--- config.mk ---
export PLATFORM = sky130hd
export DESIGN_NAME = aicc_top
export DESIGN_NICKNAME = d
export VERILOG_FILES = /design/src/aicc_pkg.sv /design/src/aicc_top.sv /design/src/aicc_seq.sv
export VERILOG_INCLUDE_DIRS = /design/src
export SDC_FILE = /design/constraint.sdc
export NUM_CORES = 1
export LEC_CHECK = 0
export BUFFER_PORTS_ARGS = -buffer_cell sky130_fd_sc_hd__buf_2
export CAP_MARGIN = 20
export CORE_ASPECT_RATIO = 1.2
export CORE_UTILIZATION = 50
export CTS_CLUSTER_SIZE = 30
export DETAILED_ROUTE_END_ITERATION = 7
export PLACE_DENSITY = 0.69
export SETUP_SLACK_MARGIN = 0.4
export SYNTH_ARGS = -nofsm -noshare
export SYNTH_HDL_FRONTEND = slang
export SYNTH_SLANG_ARGS = --single-unit
--- constraint.sdc ---
create_clock -name mclk_i -period 21.5 [get_ports mclk_i]
set_input_delay 4.3 -clock mclk_i [delete_from_list [all_inputs] [get_ports mclk_i]]
set_output_delay 4.3 -clock mclk_i [all_outputs]
set_load 0.005 [all_outputs]
--- src/aicc_defines.svh ---
// Register offsets, field positions, reset values and coding constants for the converter control block
`ifndef AICC_DEFINES_SVH
`define AICC_DEFINES_SVH
`define AICC_MODE_OFS        6'h01
`define AICC_SETUP0_OFS      6'h20
`define AICC_CHAN0_OFS       6'h10
`define AICC_GAIN0_OFS       6'h38
`define AICC_MODE_RST        16'h2000
`define AICC_SETUP_RST       16'h1000
`define AICC_CHAN_RST        16'h0000
`define AICC_CHAN0_RST       16'h8001
`define AICC_MODE_REFEN_BIT  15
`define AICC_MODE_SCYC_BIT   13
`define AICC_MODE_CLK_HI     3
`define AICC_MODE_CLK_LO     2
`define AICC_SET_POL_BIT     12
`define AICC_SET_RBP_BIT     11
`define AICC_SET_RBN_BIT     10
`define AICC_SET_IBUF_HI     9
`define AICC_SET_IBUF_LO     8
`define AICC_SET_REF_HI      5
`define AICC_SET_REF_LO      4
`define AICC_CHAN_EN_BIT     15
`define AICC_CHAN_SETUP_HI   14
`define AICC_CHAN_SETUP_LO   12
`define AICC_CLK_PER_NS      25
`define AICC_MCLK_NOM_KHZ    2000
`define AICC_SYS_KHZ         40000
`define AICC_MCLK_DIV        (`AICC_SYS_KHZ / `AICC_MCLK_NOM_KHZ)
`define AICC_MID_CODE        24'h800000
`endif

--- src/aicc_pkg.sv ---
// Types shared by the converter control block
package aicc_pkg;
  typedef enum logic [1:0] {
    AICC_REF_EXT    = 2'h0,
    AICC_REF_INT    = 2'h2,
    AICC_REF_SUPPLY = 2'h3
  } aicc_ref_t;
  typedef enum logic [1:0] {
    AICC_CLK_INT_OSC = 2'h0,
    AICC_CLK_INT_OUT = 2'h1,
    AICC_CLK_EXT     = 2'h2,
    AICC_CLK_XTAL    = 2'h3
  } aicc_clksel_t;
  typedef enum logic [2:0] {
    AICC_SRC_OSC  = 3'h1,
    AICC_SRC_XTAL = 3'h2,
    AICC_SRC_EXT  = 3'h4
  } aicc_src_t;
endpackage

--- src/aicc_top.sv ---
// Configuration, sequencing, reference, clock select and output coding of the converter
// ==========================================================
// Overview of operation
// RULE1: Up to 16 channels, scanned ascending.
// RULE2: Disabled channels are skipped.
// RULE3: Input buffers can be bypassed.
// RULE4: Current channels use matching numbered pairs.
// RULE5: Buffers off for current-input setups.
// RULE6: Factory gain loaded into all gains at reset.
// RULE7: Buffers on for voltage-input setups.
// RULE8: Differential voltage pairs only adjacent inputs.
// RULE9: Single-ended voltage uses common input.
// RULE10: Software updates gain for voltage inputs.
// RULE11: System full-scale calibration is alternative.
// RULE12: Unipolar output is straight binary.
// RULE13: Bipolar output is offset binary.
// RULE14: Voltage inputs scaled by tenth, 24 bits.
// RULE15: Current inputs coded through 50 ohm.
// RULE16: Setup bits 5:4 select reference.
// RULE17: Setups default to external reference.
// RULE18: Internal reference off until enable set.
// RULE19: Keep reference enable clear if unused.
// RULE20: 2 MHz clock from three sources.
// RULE21: Mode bits 3:2 select clock source.
// RULE22: Internal oscillator after reset.
// RULE23: Data rates scale with master clock.
// RULE24: Clock select encoding is a parameter.
`timescale 1ns/1ps
`include "aicc_defines.svh"
module aicc_top #(
  parameter int          NCH       = 16,
  parameter int          NSETUP    = 8,
  parameter logic [23:0] FACT_GAIN = 24'h500000,          // Factory gain image, arbitrary default
  parameter logic [1:0]  SEL_OSC0  = 2'h0,                // Clock select codes for each source
  parameter logic [1:0]  SEL_OSC1  = 2'h1,
  parameter logic [1:0]  SEL_EXT   = 2'h2,
  parameter logic [1:0]  SEL_XTAL  = 2'h3
) (
  input  wire logic        mclk_i,         // System clock, 40 MHz
  input  wire logic        rst_i,          // Asynchronous reset, active high
  input  wire logic        wr_i,           // Register write strobe
  input  wire logic        rd_i,           // Register read strobe
  input  wire logic [5:0]  addr_i,         // Register address
  input  wire logic [23:0] wdata_i,        // Write data
  output logic      [23:0] rdata_o,        // Read data
  input  wire logic        conv_done_i,    // Current conversion finished
  input  wire logic [23:0] raw_i,          // Raw offset-binary result from modulator
  output logic      [3:0]  chan_o,         // Channel under conversion
  output logic             chan_vld_o,     // Any channel enabled
  output logic      [2:0]  setup_o,        // Setup of current channel
  output logic             buf_bypass_o,   // Input buffers bypassed
  output logic      [1:0]  ref_sel_o,      // Reference source of current setup
  output logic             ref_out_en_o,   // Drive the reference output pin
  output logic      [2:0]  clk_src_o,      // One-hot master clock source
  output logic             mclk_en_o,      // Master clock rate enable pulse
  output logic      [23:0] code_o,         // Coded result
  output logic             code_vld_o      // Result strobe
);
  // ==========================================================
  // Register state
  logic [15:0] mode_r, mode_nxt;
  logic [15:0] setup_r [NSETUP];
  logic [15:0] setup_nxt [NSETUP];
  logic [15:0] chan_r [NCH];
  logic [15:0] chan_nxt [NCH];
  logic [23:0] gain_r [NSETUP];
  logic [23:0] gain_nxt [NSETUP];
  logic [3:0]  cur_r, cur_nxt;
  logic [23:0] code_r, code_nxt;
  logic        vld_r, vld_nxt;
  logic [4:0]  div_r, div_nxt;
  logic        gload_r, gload_nxt;
  logic [23:0] rdata_r, rdata_nxt;
  logic [NCH-1:0] en_vec;
  logic [3:0]  seq_next;
  logic        seq_any;
  logic [15:0] cur_setup;
  localparam logic [4:0] DIV_LAST = 5'(`AICC_MCLK_DIV - 1);

  genvar g;
  generate
    for (g = 0; g < NCH; g++) begin : g_en
      assign en_vec[g] = chan_r[g][`AICC_CHAN_EN_BIT];
    end
  endgenerate

  aicc_seq #(.NCH(NCH)) u_seq (
    .en_i   (en_vec),
    .cur_i  (cur_r),
    .next_o (seq_next),
    .any_o  (seq_any)
  );

  assign cur_setup = setup_r[chan_r[cur_r][`AICC_CHAN_SETUP_HI:`AICC_CHAN_SETUP_LO]];

  // ==========================================================
  // Next-state logic
  always_comb begin
    mode_nxt  = mode_r;
    setup_nxt = setup_r;
    chan_nxt  = chan_r;
    gain_nxt  = gain_r;
    cur_nxt   = cur_r;
    vld_nxt   = 1'b0;
    code_nxt  = code_r;
    gload_nxt = 1'b0;
    rdata_nxt = rdata_r;
    // Rate enable; data rates follow this pulse so they scale with the clock
    div_nxt   = (div_r == DIV_LAST) ? 5'h00 : div_r + 5'h01; // [RULE23]
    // Factory gain copy runs once in the first cycle after reset; a host write in that same cycle is dropped
    if (gload_r) begin
      for (int s = 0; s < NSETUP; s++) begin
        gain_nxt[s] = FACT_GAIN; // [RULE6]
      end
    end else if (wr_i) begin
      if (addr_i == `AICC_MODE_OFS) begin
        mode_nxt = wdata_i[15:0];
      end
      for (int s = 0; s < NSETUP; s++) begin
        if (addr_i == `AICC_SETUP0_OFS + 6'(s)) begin
          setup_nxt[s] = wdata_i[15:0];
        end
        if (addr_i == `AICC_GAIN0_OFS + 6'(s)) begin
          gain_nxt[s] = wdata_i;
        end
      end
      for (int c = 0; c < NCH; c++) begin
        if (addr_i == `AICC_CHAN0_OFS + 6'(c)) begin
          chan_nxt[c] = wdata_i[15:0];
        end
      end
    end
    if (rd_i) begin
      rdata_nxt = 24'h000000;
      if (addr_i == `AICC_MODE_OFS) begin
        rdata_nxt = {8'h00, mode_r};
      end
      for (int s = 0; s < NSETUP; s++) begin
        if (addr_i == `AICC_SETUP0_OFS + 6'(s)) begin
          rdata_nxt = {8'h00, setup_r[s]};
        end
        if (addr_i == `AICC_GAIN0_OFS + 6'(s)) begin
          rdata_nxt = gain_r[s];
        end
      end
      for (int c = 0; c < NCH; c++) begin
        if (addr_i == `AICC_CHAN0_OFS + 6'(c)) begin
          rdata_nxt = {8'h00, chan_r[c]};
        end
      end
    end
    if (conv_done_i && seq_any) begin
      // Offset-binary raw maps to unipolar straight binary by moving zero to code 0
      if (cur_setup[`AICC_SET_POL_BIT]) begin
        code_nxt = raw_i; // [RULE13] [RULE14] [RULE15]
      end else begin
        code_nxt = raw_i[23] ? {raw_i[22:0], 1'b0} : 24'h000000; // [RULE12] [RULE14] [RULE15]
      end
      vld_nxt = 1'b1;
      cur_nxt = seq_next; // [RULE1] [RULE2]
    end else if (!en_vec[cur_r] && seq_any) begin
      cur_nxt = seq_next; // [RULE2]
    end
  end

  // ==========================================================
  // Registers
  always_ff @(posedge mclk_i or posedge rst_i) begin
    if (rst_i) begin
      mode_r  <= `AICC_MODE_RST; // [RULE18] [RULE22]
      cur_r   <= 4'h0;
      code_r  <= 24'h000000;
      vld_r   <= 1'b0;
      div_r   <= 5'h00;
      gload_r <= 1'b1; // [RULE6]
      rdata_r <= 24'h000000;
      for (int s = 0; s < NSETUP; s++) begin
        setup_r[s] <= `AICC_SETUP_RST; // [RULE17]
        gain_r[s]  <= 24'h000000;
      end
      for (int c = 0; c < NCH; c++) begin
        chan_r[c] <= (c == 0) ? `AICC_CHAN0_RST : `AICC_CHAN_RST;
      end
    end else begin
      mode_r  <= mode_nxt;
      setup_r <= setup_nxt;
      chan_r  <= chan_nxt;
      gain_r  <= gain_nxt;
      cur_r   <= cur_nxt;
      code_r  <= code_nxt;
      vld_r   <= vld_nxt;
      div_r   <= div_nxt;
      gload_r <= gload_nxt;
      rdata_r <= rdata_nxt;
    end
  end

  // ==========================================================
  // Outputs
  always_comb begin
    unique case (mode_r[`AICC_MODE_CLK_HI:`AICC_MODE_CLK_LO]) // [RULE21] [RULE24]
      SEL_OSC0, SEL_OSC1: clk_src_o = aicc_pkg::AICC_SRC_OSC; // [RULE20] [RULE22]
      SEL_XTAL:           clk_src_o = aicc_pkg::AICC_SRC_XTAL; // [RULE20]
      SEL_EXT:            clk_src_o = aicc_pkg::AICC_SRC_EXT; // [RULE20]
      default:            clk_src_o = aicc_pkg::AICC_SRC_OSC;
    endcase
  end

  assign rdata_o      = rdata_r;
  assign chan_o       = cur_r;
  assign chan_vld_o   = seq_any;
  assign setup_o      = chan_r[cur_r][`AICC_CHAN_SETUP_HI:`AICC_CHAN_SETUP_LO];
  // Buffers are bypassed when both input buffer bits are clear
  assign buf_bypass_o = ~|cur_setup[`AICC_SET_IBUF_HI:`AICC_SET_IBUF_LO]; // [RULE3]
  assign ref_sel_o    = cur_setup[`AICC_SET_REF_HI:`AICC_SET_REF_LO]; // [RULE16]
  assign ref_out_en_o = mode_r[`AICC_MODE_REFEN_BIT]; // [RULE18]
  assign mclk_en_o    = (div_r == DIV_LAST); // [RULE23]
  assign code_o       = code_r;
  assign code_vld_o   = vld_r;
endmodule

--- src/aicc_seq.sv ---
// Channel sequencer: picks the next enabled channel in ascending order
`timescale 1ns/1ps
module aicc_seq #(
  parameter int NCH = 16
) (
  input  wire logic [NCH-1:0]         en_i,    // Channel enable bits
  input  wire logic [$clog2(NCH)-1:0] cur_i,   // Channel just converted
  output logic      [$clog2(NCH)-1:0] next_o,  // Next channel to convert
  output logic                        any_o    // At least one channel enabled
);
  localparam int CW = $clog2(NCH);
  logic [CW-1:0] first;
  logic [CW-1:0] above;
  logic          found;
  always_comb begin
    first = '0;
    above = '0;
    found = 1'b0;
    // Scan downward so the lowest match wins
    for (int i = NCH - 1; i >= 0; i--) begin
      if (en_i[i]) begin
        first = CW'(i);
      end
      if (en_i[i] && (CW'(i) > cur_i)) begin
        above = CW'(i);
        found = 1'b1;
      end
    end
    any_o  = |en_i;
    next_o = found ? above : first; // [RULE1] [RULE2]
  end
endmodule

==> metrics.cfg <==
[clock_network]
cts-buffers-inserted=69
cts_buffer_depth=3
clk_latency_ns=0.63
cts_sinks=651
holdBufCountCts=0
clockRootBuffer=clkbuf_16
clk_pin_slew_ns=0.06
ctsHtreeMaxLevel=3
cts_tree=done
cts_resized=0
cts_setup_buffers=0

[floorplanning]
die_area_um2=64570
rows=100
initial_core_util_pct=50.90
io_pins=124
fp.dieH_um=278.2
dieWidth_um=232.1
core_region_area_um2=62430

[setup_path]
critical_path_buf_inv_count=2
crit_chain=mux4_2, mux2i_1, mux2i_4, nor3_1, a21oi_1, mux4_2, inv_1, buf_2
critPathLaunchType=flop
max_stage_delay_ns=0.93
arrival_ns=4.54
crit_type=reg2out
crit_path_end_kind=output pin
crit_fanout=22
regToRegSetupSlack_ns=17.67
crit_path_end=buf_bypass_o
cp.depth=8
crit_start=chan_o[3]
cp.required_ns=17.20
critPathTopFamily=multiplexers
reg2reg_depth=8
path_common_cell=mux4_2
worst_path_max_delay_cell=dfrtp_1
worstReg2RegStart=chan_o[3]
rr_endpoint=code_o[14]

[power_and_ir_drop]
leakage_nw=16.06
power.density_nw_per_um2=86.01
vdd.ir_drop.worst_mv=0.05377

[cells_and_area]
multi_input_area_um2=14350
fillCellCount=5315
regArea_um2=16310
fin_cells=3974
post_route_cells_drive_above_1_share_pct=23.75
nets=3161
area_growth_pct=11.23

[drt]
drt-total-wl_um=111100
drt-initial-drc-count=3128
wl_per_cell_um=27.94
drc_errors=0
drtAntennaViolNets=0
num_vias=26553
routed_via_density=6.682
firstDrtPassIters=6

[yosys]
syn_avg_cell_area_um2=10.19
synth_nets=3180
synthMuxAreaShare_pct=16.70
synth_area_leaders=dfrtp_1, mux2_2, nand2_1
synth_top_cell_by_area=dfrtp_1
synth_top_area_share_pct=50.32
ys_seq_area_share_pct=51.31
synth_xor_area_share_pct=0.1378
synth_common_cells=dfrtp_1, nand2_1, mux2_2
synth_fa_ha_area_share_pct=0.03937
synth_edf_count=0
synth_cells=3120
synth_top_family_by_area=multiplexers
syn_area_um2=31780
synth_compound_area_share_pct=14.79
ys_seq_elements=651
synthDistinctLibCells=81
synth_most_common_cell=dfrtp_1
synth-simple-area-share_pct=13.29
ys_warn_count=0
synthArstFlopShare_pct=100.0
synthFlopType=dfrtp_1

[hold_path]
hold_path_class=reg2reg
min_path_cells=2

[sta]
finalSetupTns_ns=0
finalHoldViolCount=0
rsz0062_at_grt=no
slew_headroom_pct=18.90
maxSlewViolCount=0
finalCriticalPeriod_ns=8.838
fin_skew_ns=0.02427
finalSetupViolCount=0
worst_pin_slew_ns=1.208
post-route-period-util_pct=41.11
max_freq_mhz=113.1
whs_ns=0.4692

[grt]
grt_first_pass_wirelength_um=167400
antenna_found_initial=7
grt_overflow=0
grtUsageTotal_pct=34.58
grt_max_degree=198
first_global_vias=26654

[place]
portBuffers=123
place_inst=3841
gp_congestion=0.9817
place_hpwl_um=72000

[outcome]
status=finished, final reports clean

[job]
maxCapViolCount=0

sequential cells by signal, summed over array words and instances (netlist names):
| register | flops |
|---|---|
| gload_r | 1 |
| rdata_o | 24 |
| div_r | 5 |
| gain_r | 192 |
| chan_r | 256 |
| mode_r | 16 |
| code_o | 24 |
| setup_r | 128 |
| code_vld_o | 1 |
| chan_o | 4 |
report_power, final:
group          switching, mW  internal (mW)
Clock                  0.508          0.723
Sequential            0.0763           1.31
Combinational          0.258          0.166
kinds of logic (layout without fill, tap and decap cells):
family / Yosys count / count (layout)
AND/OR/NAND/NOR: 976 / 976
adder cells (fa/ha/maj): 1 / 1
multiplexers: 454 / 454
buffers and inverters: 292 / 326
other: 1 / 5
flip-flops: 651 / 651
XOR/XNOR: 5 / 5
AO/OA/AOI/OAI: 740 / 740
metal layers:
| metal | GRT usage [%] | vias to the layer above | wire length, um |
|---|---|---|---|
| met4 | 24.48 | 8 | 8389 |
| met2 | 53.95 | 1571 | 51430 |
| met5 | 0 | - | 46 |
| li1 | - | 11177 | - |
| met3 | 7.326 | 427 | 10210 |
| met1 | 42.66 | 13370 | 40980 |
area by class of cell:
type	instances	share of cell area [%]
antenna	4	0.02832
clock buffer	104	5.919
clock inverter	20	0.6584
inverter	18	0.2018
multi-input combinational	2177	40.59
sequential	651	46.14
tap	816	2.889
timing repair buffer	184	3.568
through the flow:
stage,cell area [um2],setup slack [ns],total power [mW],utilization [%]
after floorplan,31780,8.313,1.662,-
after global placement,32800,13.27,1.802,52.53
after detailed placement,32890,13.29,1.816,52.68
after CTS,35220,12.99,3.039,56.41
after global routing,35340,12.54,3.140,56.61
final,35350,12.66,3.040,56.61
cells in the final DEF (no fill, tap or decap), types with 18 or more instances in the layout:
cell	synthesis	final
a21oi_1	284	284
a221o_1	22	22
a221oi_1	35	35
a22oi_1	52	52
a31oi_1	21	21
and3_1	18	18
buf_2	34	122
buf_4	2	51
clkbuf_16	0	72
dfrtp_1	639	639
mux2_2	405	405
mux2i_1	28	27
mux4_2	20	20
nand2_1	577	577
nand3_1	64	64
nor2_1	168	166
nor3_1	41	39
o21ai_0	114	114
o221ai_1	19	19
o22ai_1	62	62
or3_1	25	25
how the worst min path moves through the flow:
stage	end	slack [ns]	startpoint
after floorplan	div_r[0]	0.43	div_r[0]
after global placement	div_r[0]	0.44	div_r[0]
after detailed placement	code_o[13]	0.46	code_o[13]
after CTS	code_o[13]	0.47	code_o[13]
after global routing	code_o[17]	0.50	code_o[17]
final	code_o[13]	0.47	code_o[13]
worst reg2reg max path, stage by stage, from the launching register on:
cell	delay, ns
dfrtp_1	0.93
mux4_2	0.37
mux2i_1	0.11
mux2i_4	0.90
mux2i_1	0.32
mux2i_1	0.10
mux2_4	0.47
or3_1	0.46
nand3_1	0.10
No activity file was read; power rests on OpenSTA's default activity.
